File: config.mk
export PLATFORM = sky130hd
export DESIGN_NAME = bcd_gate_ctrl
export DESIGN_NICKNAME = d
export VERILOG_FILES = /design/src/core/bcd_pkg.sv /design/src/core/bcd_gate_ctrl.sv
export SDC_FILE = /design/constraint.sdc
export NUM_CORES = 1
export LEC_CHECK = 0
export ABC_AREA = 1
export BUFFER_PORTS_ARGS = -buffer_cell sky130_fd_sc_hd__buf_2
export CAP_MARGIN = 20
export CORE_MARGIN = 10
export CORE_UTILIZATION = 52
export DETAILED_ROUTE_END_ITERATION = 10
export GPL_TIMING_DRIVEN = 0
export PLACE_DENSITY = 0.77
export SLEW_MARGIN = 20
export SYNTH_ARGS = -nofsm -noshare
export SYNTH_HDL_FRONTEND = slang
export SYNTH_SLANG_ARGS = --single-unit
File: constraint.sdc
create_clock -name clk_sys -period 1.75 [get_ports clk_sys]
set_input_delay 0 -clock clk_sys [delete_from_list [all_inputs] [get_ports clk_sys]]
set_output_delay 0 -clock clk_sys [all_outputs]
set_load 0.02 [all_outputs]
File: src/core/bcd_pkg.sv
// Constants shared by the three-phase gate-drive PWM block.
// Assumes a single 100 MHz system clock and a plain register port.
package bcd_pkg;

  // ==========================================================================
  // Register port geometry
  // ==========================================================================
  localparam int          ADDR_W      = 8;
  localparam int          DATA_W      = 32;
  localparam logic [7:0]  CFG_ADDR    = 8'h00;  // pwm_config_reg
  localparam logic [7:0]  DT_ADDR     = 8'h04;  // dead-time register
  localparam logic [7:0]  STAT_ADDR   = 8'h08;  // status register

  // ==========================================================================
  // pwm_config_reg fields
  // ==========================================================================
  localparam int          CFG_BRK_LSB  = 0;     // brake_select_field, 2 bits
  localparam int          CFG_FW_ACT   = 2;     // 1: active freewheel, 0: diode
  localparam int          CFG_ALT_REC  = 3;     // alternating recirculation
  localparam int          CFG_OCP_EN   = 4;     // overcurrent triggers brake
  localparam int          CFG_WD_EN    = 5;     // watchdog fault triggers brake
  localparam int          CFG_W        = 6;
  localparam logic [5:0]  CFG_RESET    = 6'h00;

  // ==========================================================================
  // Dead-time register fields, counts in clock cycles
  // ==========================================================================
  localparam int          DT_W         = 8;
  localparam int          DEADTIME_RISING_LSB  = 0;
  localparam int          DEADTIME_FALLING_LSB  = 8;
  localparam logic [7:0]  DT_RESET     = 8'h0A;

  // ==========================================================================
  // Status register fields
  // ==========================================================================
  localparam int          ST_BRAKING   = 0;
  localparam int          ST_BRK_HIGH  = 1;     // side used by alternate brake
  localparam int          ST_LOW_MOD   = 2;     // second rotation, low side PWM
  localparam int          ST_HALL_BAD  = 3;
  localparam int          ST_SECT_LSB  = 4;     // 3-bit sector
  localparam int          ST_HIGH_LSB  = 8;     // live high gates
  localparam int          ST_LOW_LSB   = 12;    // live low gates

  // ==========================================================================
  // Timing
  // ==========================================================================
  localparam int          CLK_PERIOD_NS = 10;
  localparam int          MIN_DT_NS     = 50;   // hard floor on dead time
  localparam logic [7:0]  MIN_DT_CYC    =
    8'((MIN_DT_NS + CLK_PERIOD_NS - 1) / CLK_PERIOD_NS);

  // ==========================================================================
  // Brake modes (Gray along low, high, alternate, high-Z)
  // ==========================================================================
  typedef enum logic [1:0]
  {
    BCD_BRK_LOW  = 2'b00,
    BCD_BRK_HIGH = 2'b01,
    BCD_BRK_ALT  = 2'b11,
    BCD_BRK_HIZ  = 2'b10
  } bcd_brake_t;

endpackage

File: src/core/bcd_gate_ctrl.sv
// Three-phase 1PWM Hall commutation, braking and dead-time insertion.
// Assumes asynchronous pins for PWM, Hall, direction, brake and faults,
// and a register master on the same clock with one-cycle strobes.
//
// Overview of operation
// - Brake on pin low, overcurrent, watchdog fault
// - Brake pin active low, passed through the two-flop synchroniser first
// - Low-side brake: lows on, highs off
// - High-side brake: highs on, lows off
// - Alternate brake swaps side each event
// - High-Z brake: all six gates off
// - Brake mode chosen by brake select field
// - Brake fields writable live, applied at once
// - Opposing switches off first, then dead time
// - Brake released: PWM pass-through resumes
// - Brake pin honoured only after supply lockout
// - Internal and external brake sources wired-AND
// - Dead time between each phase's complementary gates
// - Separate rising and falling dead times
// - Fixed minimum dead time always enforced
// - Dead-time updates only at PWM edges
// - Diode freewheel: inverted PWM held low
// - Alternating recirculation uses twelve states
// - Low-modulated states wrap to first high state
//
// The address map and the address-and-strobe port were decided locally.
`timescale 1ns/1ps

module bcd_gate_ctrl
  import bcd_pkg::*;
(
  // Clock and reset
  input  wire logic                        clk_sys,
  input  wire logic                        rstn,
  // Controller pins
  input  wire logic                        pwm_duty_in,
  input  wire logic [2:0]                  hall_inputs,
  input  wire logic                        direction_in,
  // Brake sources, both open-drain onto one node
  input  wire logic                        brake_request_n,
  input  wire logic                        internal_brake_gpio_n,
  // Fault and supply status
  input  wire logic                        overcurrent_fault,
  input  wire logic                        watchdog_fault,
  input  wire logic                        logic_supply_ok,
  // Register port
  input  wire logic [bcd_pkg::ADDR_W-1:0]  reg_addr,
  input  wire logic [bcd_pkg::DATA_W-1:0]  reg_wdata,
  input  wire logic                        reg_wr,
  input  wire logic                        reg_rd,
  output logic      [bcd_pkg::DATA_W-1:0]  reg_rdata,
  // Gate outputs, bit 0 is phase A
  output logic      [2:0]                  high_gate_out,
  output logic      [2:0]                  low_gate_out
);
  import bcd_pkg::*;

  // ==========================================================================
  // Input synchronisers
  // ==========================================================================
  localparam int SYN_W = 10;

  logic [SYN_W-1:0] syn_raw;
  logic [SYN_W-1:0] syn_meta;
  logic [SYN_W-1:0] syn_q;

  // Every pin is asynchronous, so all share the same two-flop chain
  assign syn_raw = {brake_request_n, internal_brake_gpio_n, pwm_duty_in,
                    hall_inputs, direction_in, overcurrent_fault,
                    watchdog_fault, logic_supply_ok};

  always_ff @(posedge clk_sys or negedge rstn)
  begin
    if (!rstn)
    begin
      syn_meta <= 10'h301;   // Brake pins idle high, supply assumed ok
      syn_q    <= 10'h301;
    end
    else
    begin
      syn_meta <= syn_raw;
      syn_q    <= syn_meta;
    end
  end

  wire       brk_pin_n  = syn_q[9];
  wire       brk_gpio_n = syn_q[8];
  wire       pwm_s      = syn_q[7];
  wire [2:0] hall_s     = syn_q[6:4];
  wire       dir_s      = syn_q[3];
  wire       ocp_s      = syn_q[2];
  wire       wd_s       = syn_q[1];
  wire       supply_s   = syn_q[0];

  // ==========================================================================
  // Registers
  // ==========================================================================
  logic [CFG_W-1:0] cfg;
  logic [DT_W-1:0]  deadtime_rising_sw;
  logic [DT_W-1:0]  deadtime_falling_sw;
  logic [DT_W-1:0]  deadtime_rising_act;
  logic [DT_W-1:0]  deadtime_falling_act;
  logic [DATA_W-1:0] status_word;

  wire wr_cfg = reg_wr && (reg_addr == CFG_ADDR);
  wire wr_dt  = reg_wr && (reg_addr == DT_ADDR);

  // Software copies; brake fields act on the very next cycle
  always_ff @(posedge clk_sys or negedge rstn)
  begin
    if (!rstn)
    begin
      cfg        <= CFG_RESET;
      deadtime_rising_sw <= DT_RESET;
      deadtime_falling_sw <= DT_RESET;
    end
    else
    begin
      if (wr_cfg)
        cfg <= reg_wdata[CFG_W-1:0];
      if (wr_dt)
      begin
        deadtime_rising_sw <= reg_wdata[DEADTIME_RISING_LSB +: DT_W];
        deadtime_falling_sw <= reg_wdata[DEADTIME_FALLING_LSB +: DT_W];
      end
    end
  end

  // Read data stands in the cycle after the strobe only
  wire [DATA_W-1:0] rd_mux =
    (reg_addr == CFG_ADDR)  ? {{(DATA_W-CFG_W){1'b0}}, cfg} :
    (reg_addr == DT_ADDR)   ? {16'h0000, deadtime_falling_sw, deadtime_rising_sw} :
    (reg_addr == STAT_ADDR) ? status_word : 32'h0000_0000;

  always_ff @(posedge clk_sys or negedge rstn)
  begin
    if (!rstn)
      reg_rdata <= 32'h0000_0000;
    else
      reg_rdata <= reg_rd ? rd_mux : 32'h0000_0000;
  end

  wire        fw_active = cfg[CFG_FW_ACT];
  wire        alt_rec   = cfg[CFG_ALT_REC];
  bcd_brake_t brk_mode;
  assign brk_mode = bcd_brake_t'(cfg[CFG_BRK_LSB +: 2]);

  // ==========================================================================
  // Dead-time shadow update
  // ==========================================================================
  logic pwm_q;
  wire  pwm_edge = pwm_s ^ pwm_q;

  // Swapping timings mid-interval could open a shoot-through gap
  always_ff @(posedge clk_sys or negedge rstn)
  begin
    if (!rstn)
    begin
      pwm_q       <= 1'b0;
      deadtime_rising_act <= DT_RESET;
      deadtime_falling_act <= DT_RESET;
    end
    else
    begin
      pwm_q <= pwm_s;
      if (pwm_edge)
      begin
        deadtime_rising_act <= deadtime_rising_sw;
        deadtime_falling_act <= deadtime_falling_sw;
      end
    end
  end

  // Floor protects against a zero or tiny programmed value
  wire [DT_W-1:0] deadtime_rising_eff = (deadtime_rising_act < MIN_DT_CYC) ? MIN_DT_CYC : deadtime_rising_act;
  wire [DT_W-1:0] deadtime_falling_eff = (deadtime_falling_act < MIN_DT_CYC) ? MIN_DT_CYC : deadtime_falling_act;

  // ==========================================================================
  // Brake detection
  // ==========================================================================
  logic braking_q;
  logic brk_high_q;

  // Open-drain node: either source pulling low asserts it
  wire brk_node_n = brk_pin_n & brk_gpio_n;
  wire brk_trig   = (supply_s && !brk_node_n)
                  | (cfg[CFG_OCP_EN] && ocp_s)
                  | (cfg[CFG_WD_EN] && wd_s);
  wire brk_rise   = brk_trig && !braking_q;

  // Alternate mode flips side only on a fresh brake event
  always_ff @(posedge clk_sys or negedge rstn)
  begin
    if (!rstn)
    begin
      braking_q  <= 1'b0;
      brk_high_q <= 1'b1;
    end
    else
    begin
      braking_q <= brk_trig;
      if (brk_rise)
        brk_high_q <= ~brk_high_q;
    end
  end

  // Side used in alternate mode, valid from the event cycle on
  wire alt_high = brk_rise ? ~brk_high_q : brk_high_q;

  logic [2:0] brk_h;
  logic [2:0] brk_l;

  // Brake pattern follows the live mode field
  always_comb
  begin
    brk_h = 3'b000;
    brk_l = 3'b000;
    unique case (brk_mode)
      BCD_BRK_LOW:  brk_l = 3'b111;
      BCD_BRK_HIGH: brk_h = 3'b111;
      BCD_BRK_ALT:
      begin
        brk_h = alt_high ? 3'b111 : 3'b000;
        brk_l = alt_high ? 3'b000 : 3'b111;
      end
      BCD_BRK_HIZ:  ;
    endcase
  end

  // ==========================================================================
  // Hall commutation
  // ==========================================================================
  logic [2:0] sector;
  logic [2:0] sector_q;
  logic [2:0] hs_oh;
  logic [2:0] ls_oh;
  logic       low_mod_q;

  wire hall_bad = (hall_s == 3'b000) || (hall_s == 3'b111);

  // Sector order and phase pair for forward direction
  always_comb
  begin
    sector = 3'd0;
    hs_oh  = 3'b000;
    ls_oh  = 3'b000;
    unique case (hall_s)
      3'b101:
      begin
        sector = 3'd0;
        hs_oh  = 3'b001;
        ls_oh  = 3'b100;
      end
      3'b100:
      begin
        sector = 3'd1;
        hs_oh  = 3'b010;
        ls_oh  = 3'b100;
      end
      3'b110:
      begin
        sector = 3'd2;
        hs_oh  = 3'b010;
        ls_oh  = 3'b001;
      end
      3'b010:
      begin
        sector = 3'd3;
        hs_oh  = 3'b100;
        ls_oh  = 3'b001;
      end
      3'b011:
      begin
        sector = 3'd4;
        hs_oh  = 3'b100;
        ls_oh  = 3'b010;
      end
      3'b001:
      begin
        sector = 3'd5;
        hs_oh  = 3'b001;
        ls_oh  = 3'b010;
      end
      default: ;
    endcase
  end

  // Re-entering the first sector marks one electrical rotation
  always_ff @(posedge clk_sys or negedge rstn)
  begin
    if (!rstn)
    begin
      sector_q  <= 3'd0;
      low_mod_q <= 1'b0;
    end
    else
    begin
      if (!hall_bad)
        sector_q <= sector;
      if (!alt_rec)
        low_mod_q <= 1'b0;
      else if (!hall_bad && sector == 3'd0 && sector_q != 3'd0)
        low_mod_q <= ~low_mod_q;
    end
  end

  // Reverse direction swaps which phase sources and which sinks
  wire [2:0] src_ph  = dir_s ? hs_oh : ls_oh;
  wire [2:0] snk_ph  = dir_s ? ls_oh : hs_oh;
  wire       comp    = fw_active & ~pwm_s;
  wire       mod_low = alt_rec & low_mod_q;

  // High modulated: sink low on; low modulated: source high on
  wire [2:0] run_h = mod_low ? (src_ph | (snk_ph & {3{comp}}))
                             : (src_ph & {3{pwm_s}});
  wire [2:0] run_l = mod_low ? (snk_ph & {3{pwm_s}})
                             : (snk_ph | (src_ph & {3{comp}}));

  // Final request: brake wins, then lockout and bad Hall float all
  wire       run_ok = supply_s && !hall_bad;
  wire [2:0] req_h  = braking_q ? brk_h : (run_ok ? run_h : 3'b000);
  wire [2:0] req_l  = braking_q ? brk_l : (run_ok ? run_l : 3'b000);

  // ==========================================================================
  // Per-phase dead-time insertion
  // ==========================================================================
  genvar p;
  generate
    for (p = 0; p < 3; p++)
    begin : g_phase
      logic [DT_W-1:0] idle_cnt;
      logic            last_low;

      // Turn-off is immediate; turn-on waits if the partner conducted last
      wire off_both = !high_gate_out[p] && !low_gate_out[p];
      wire on_h = req_h[p] && !req_l[p] && off_both &&
                  (!last_low || idle_cnt >= deadtime_rising_eff);
      wire on_l = req_l[p] && !req_h[p] && off_both &&
                  (last_low || idle_cnt >= deadtime_falling_eff);

      always_ff @(posedge clk_sys or negedge rstn)
      begin
        if (!rstn)
        begin
          high_gate_out[p] <= 1'b0;
          low_gate_out[p]  <= 1'b0;
          idle_cnt         <= 8'hFF;
          last_low         <= 1'b0;
        end
        else
        begin
          high_gate_out[p] <= high_gate_out[p] ? req_h[p] : on_h;
          low_gate_out[p]  <= low_gate_out[p] ? req_l[p] : on_l;
          if (!off_both)
            idle_cnt <= 8'h01;
          else if (idle_cnt != 8'hFF)
            idle_cnt <= idle_cnt + 8'h01;
          if (high_gate_out[p])
            last_low <= 1'b0;
          else if (low_gate_out[p])
            last_low <= 1'b1;
        end
      end
    end
  endgenerate

  // ==========================================================================
  // Status
  // ==========================================================================
  assign status_word = {16'h0000, 1'b0, low_gate_out, 1'b0, high_gate_out,
                        1'b0, sector_q, hall_bad, low_mod_q, brk_high_q,
                        braking_q};

endmodule

==> Implementation_results.wiki <==
{| class="wikitable"
! Metric !! Value
|-
| Weighted congestion reported at the end of routability-driven placement || 0.874
|-
| Layout fillers || 841
|-
| CTS tree || done
|-
| Number of synthesized flops with an enable pin || 0
|-
| Cell at the root of the clock tree || sky130_fd_sc_hd__clkbuf_16
|-
| Antenna violation net count after detailed routing || 0
|-
| Crit. Startpoint || deadtime_falling_act[7]$_DFFE_PN0P_
|-
| Ratio of cells with drive above 1 in the final layout || 0.279
|-
| Wire length of the first global-routing pass || 28000 µm
|-
| Maximum clock skew at final layout || 9.05 ps
|-
| Post-layout instance count excluding filler cells || 1027
|-
| Failing checks || negative setup slack
|-
| Total power density per cell area || 1190 nW/µm²
|-
| Antenna violations before repair || 0
|-
| Met2 routed WL || 9480 µm
|-
| Die extent in x || 129 µm
|-
| Number of top-level design ports || 92
|-
| Detailed-route via count || 5688
|-
| Min-delay worst type || input pin to async pin
|-
| Final setup violation count || 6
|-
| Flip-flop cell with the highest count after synthesis || sky130_fd_sc_hd__dfrtp_1
|-
| Maximum capacitance violations || 0
|-
| Most numerous cell types in the synthesized netlist || 186 x sky130_fd_sc_hd__nand2_1, 107 x sky130_fd_sc_hd__inv_1, 75 x sky130_fd_sc_hd__dfrtp_1, 56 x sky130_fd_sc_hd__o21ai_0
|-
| Number of synthesized register bits || 114
|-
| Post-DR vias/cell || 5.54
|-
| IR drop worst, VDD || 0.739 mV
|-
| Portion of the clock cycle consumed by the worst path in the final layout || 1.19
|-
| Number of buffers between clock root and the deepest sink || 2
|-
| Path depth of the worst reg2reg path || 16
|-
| Layout area overhead || 31.5%
|-
| Gate count of the mapped netlist || 732
|-
| Height of the die || 129 µm
|-
| Rel. slew slack || 0.578
|-
| Crit path required time || 2060 ps
|-
| Clock sink count || 114
|-
| Post-detailed-route wirelength per cell || 17.8 µm
|-
| Number of placement rows || 39
|-
| Clk_lat worst skew || 420 ps
|-
| Multi-input gate area in the final layout || 3170 µm²
|-
| Leakage power of the design || 4.15 nW
|-
| TritonRoute pass-1 iters || 5
|-
| Met3 wire length || 1350 µm
|-
| Initial standard-cell utilization of the core || 0.536
|-
| DIE AREA || 16700 µm²
|-
| Final Hold Viols || 0
|-
| Count of distinct cell types in the synthesized netlist || 37
|-
| Average cell area after synthesis || 8.47 µm²
|-
| Met1 Routed Length || 6790 µm
|-
| Share of flip-flops with an asynchronous set or reset || 1.00
|-
| Min Clock Period, post-route || 2090 ps
|-
| Maximum number of pins on one net before global-route repair || 72
|-
| Most area-hungry cell type in the Yosys netlist || sky130_fd_sc_hd__dfrtp_1
|-
| Number of pins exceeding their max-slew limit in the final report || 0
|-
| Clock H-tree levels || 4
|-
| HPWL after detailed placement || 11600 µm
|-
| DRC violation total after the first TritonRoute iteration || 588
|-
| Number of warnings issued by yosys || 0
|-
| Fmax achieved || 479 MHz
|-
| Clk slew on worst S/H paths || 60 ps
|-
| Placed cell count || 949
|-
| Port Buf Inserts || 58
|-
| # diodes || 0
|-
| Area of the core || 11600 µm²
|-
| Ranking of synthesized cells by area || sky130_fd_sc_hd__dfrtp_1 30%, sky130_fd_sc_hd__dfstp_2 17%, sky130_fd_sc_hd__nand2_1 11%
|-
| Unrepaired setup endpoints after global routing || true
|-
| WS Path Type || flip-flop to flip-flop
|-
| Yosys top cell area share || 0.303
|-
| Critical path data arrival time || 2390 ps
|-
| Number of buffers created by CTS || 17
|-
| Most common cell in the synthesized netlist || sky130_fd_sc_hd__nand2_1
|-
| Worst Setup Start Kind || flip-flop
|-
| Worst Path Max Fanout || 3
|-
| Status || finished with violations
|-
| Max Used Layer || met4
|-
| Via count of the first global-routing pass || 5840
|-
| Sequential share of the synthesized area || 0.468
|-
| Setup slack of the critical path after layout || -337 ps
|-
| Final standard cell utilization of the core || 0.705
|-
| Seq. cell area || 2900 µm²
|-
| GRT overflow || 0
|-
| Least-Margin Pin Slew || 630 ps
|-
| Final #Nets || 973
|-
| Post-route DRC violation count || 0
|-
| Overall track demand over capacity in global routing || 0.209
|-
| Total Routed Length || 18300 µm
|-
| Cell Area, Synth || 6200 µm²
|-
| Start of the worst register-to-register path || deadtime_falling_act[7]$_DFFE_PN0P_
|-
| Kind of capture point of the worst setup path || flip-flop
|}
## worst max-delay path: stages (launching register included)
cell                      delay [ps]
sky130_fd_sc_hd__dfrtp_1         380
sky130_fd_sc_hd__inv_2            80
sky130_fd_sc_hd__nand2_2          70
sky130_fd_sc_hd__nor2_4          140
sky130_fd_sc_hd__nand3_4         140
sky130_fd_sc_hd__nand2_8         150
sky130_fd_sc_hd__ha_4            210
sky130_fd_sc_hd__o21ai_2         160
sky130_fd_sc_hd__nand2_1          80
sky130_fd_sc_hd__nand2_1          60
sky130_fd_sc_hd__nand2_1          50
sky130_fd_sc_hd__nand2_1          90
sky130_fd_sc_hd__nand2_2          70
sky130_fd_sc_hd__nand2_2          80
sky130_fd_sc_hd__nand3_2          60
sky130_fd_sc_hd__nand4_1          70
sky130_fd_sc_hd__nand2_1          60
## metrics by stage
| stage | total power [mW] | setup slack [ps] | hold WS [ps] | TNS, ps | instance area, µm² |
|---|---|---|---|---|---|
| finish | 9.67 | -337 | 89.4 | -1640 | 8160 |
| global route | 10.2 | -413 | 120 | -2310 | 8160 |
| CTS | 9.26 | -205 | 80.1 | -1180 | 7920 |
| detailed placement | 5.47 | -521 | -43.7 | -2980 | 6760 |
| global placement | 5.28 | -571 | 106 | -44860 | 6730 |
| floorplan | 4.80 | -5.08 | -296 | -17.0 | 6260 |
## sequential cells by signal, indices dropped and copies added (netlist names)
signal                flops
g_phase.idle_cnt         24
low_mod_q                 1
reg_rdata                16
braking_q                 1
deadtime_falling_act      8
sector_q                  3
high_gate_out             3
low_gate_out              3
g_phase.last_low          3
cfg                       6
deadtime_rising_act       8
syn_q                    10
deadtime_rising_sw        8
syn_meta                 10
deadtime_falling_sw       8
pwm_q                     1
brk_high_q                1
## final cells by class
| cell class | count | area share |
|---|---|---|
| multi-input combinational | 501 | 0.388 |
| sequential | 114 | 0.356 |
| timing repair buffer | 105 | 0.0934 |
| clock buffer | 17 | 0.0522 |
| inverter | 108 | 0.0500 |
| tap | 143 | 0.0219 |
| buffer | 24 | 0.0195 |
| clock inverter | 15 | 0.0187 |
## placed cells by master (no fill, tap or decap), drive strengths merged, types with 2 or more instances in the layout
cell         count
nand2          187
inv            113
buf             91
dfrtp           75
o21ai           57
nor2            48
ha              48
nand3           41
a21oi           40
dfstp           39
dlygate4sd3     32
clkbuf          23
conb            16
mux2            12
nand4            9
or2              8
a211oi           6
nor3             6
clkinv           5
o211ai           4
clkinvlp         4
nor3b            4
a211o            3
o31ai            2
a2bb2oi          2
o221ai           2
## report_power, final
part / leakage [nW] / internal (mW) / switching (mW) / total (mW)
clock: 0.271 / 1.99 / 1.38 / 3.37
combinational: 2.49 / 1.20 / 1.77 / 2.97
sequential: 1.39 / 3.02 / 0.309 / 3.33
## repair_timing
action | CTS | global route
endpoints found under the setup margin | 12 | 21
pin swaps | 7 | 20
gates resized for setup | 37 | 43
setup buffers | 9 | 5
gates cloned | 0 | 0
hold endpoints to repair | 138 | 0
hold buffers | 32 | 0
## logic make-up (layout without fill, tap and decap cells)
family                     count (synthesis)  after routing  synth area share
and+or+nand+nor                          304            304             0.208
muxes                                     12             12            0.0266
AOI/OAI and AO/OA                        120            120             0.108
adders and majority gates                 48             48            0.0969
DFF                                      114            114             0.468
buffers and inverters                    132            269            0.0910
other                                      1             16          0.000605
xor gates and xnor gates                   1              1           0.00141
## final timing paths
kind / endpoint / slack [ps]
worst min-delay path: sector_q[2]$_DFFE_PN0N_ / 90
worst min register to register: syn_q[1]$_DFF_PN0_ / 340
max in group asynchronous: deadtime_falling_sw[1]$_DFFE_PN1P_ / 930
min in group clk_sys: reg_rdata[2]$_DFF_PN0_ / 100
worst max-delay path: low_gate_out[0]$_DFF_PN0_ / -340
worst max register to register: low_gate_out[0]$_DFF_PN0_ / -340
## routing by layer
metal / vias to the layer above / track usage
met3: 64 / 0.0542
li1: 2634 / -
met4: 0 / 0.0856
met1: 2720 / 0.230
met5: - / 0
met2: 270 / 0.377
Power figures use the tool's default switching activity.
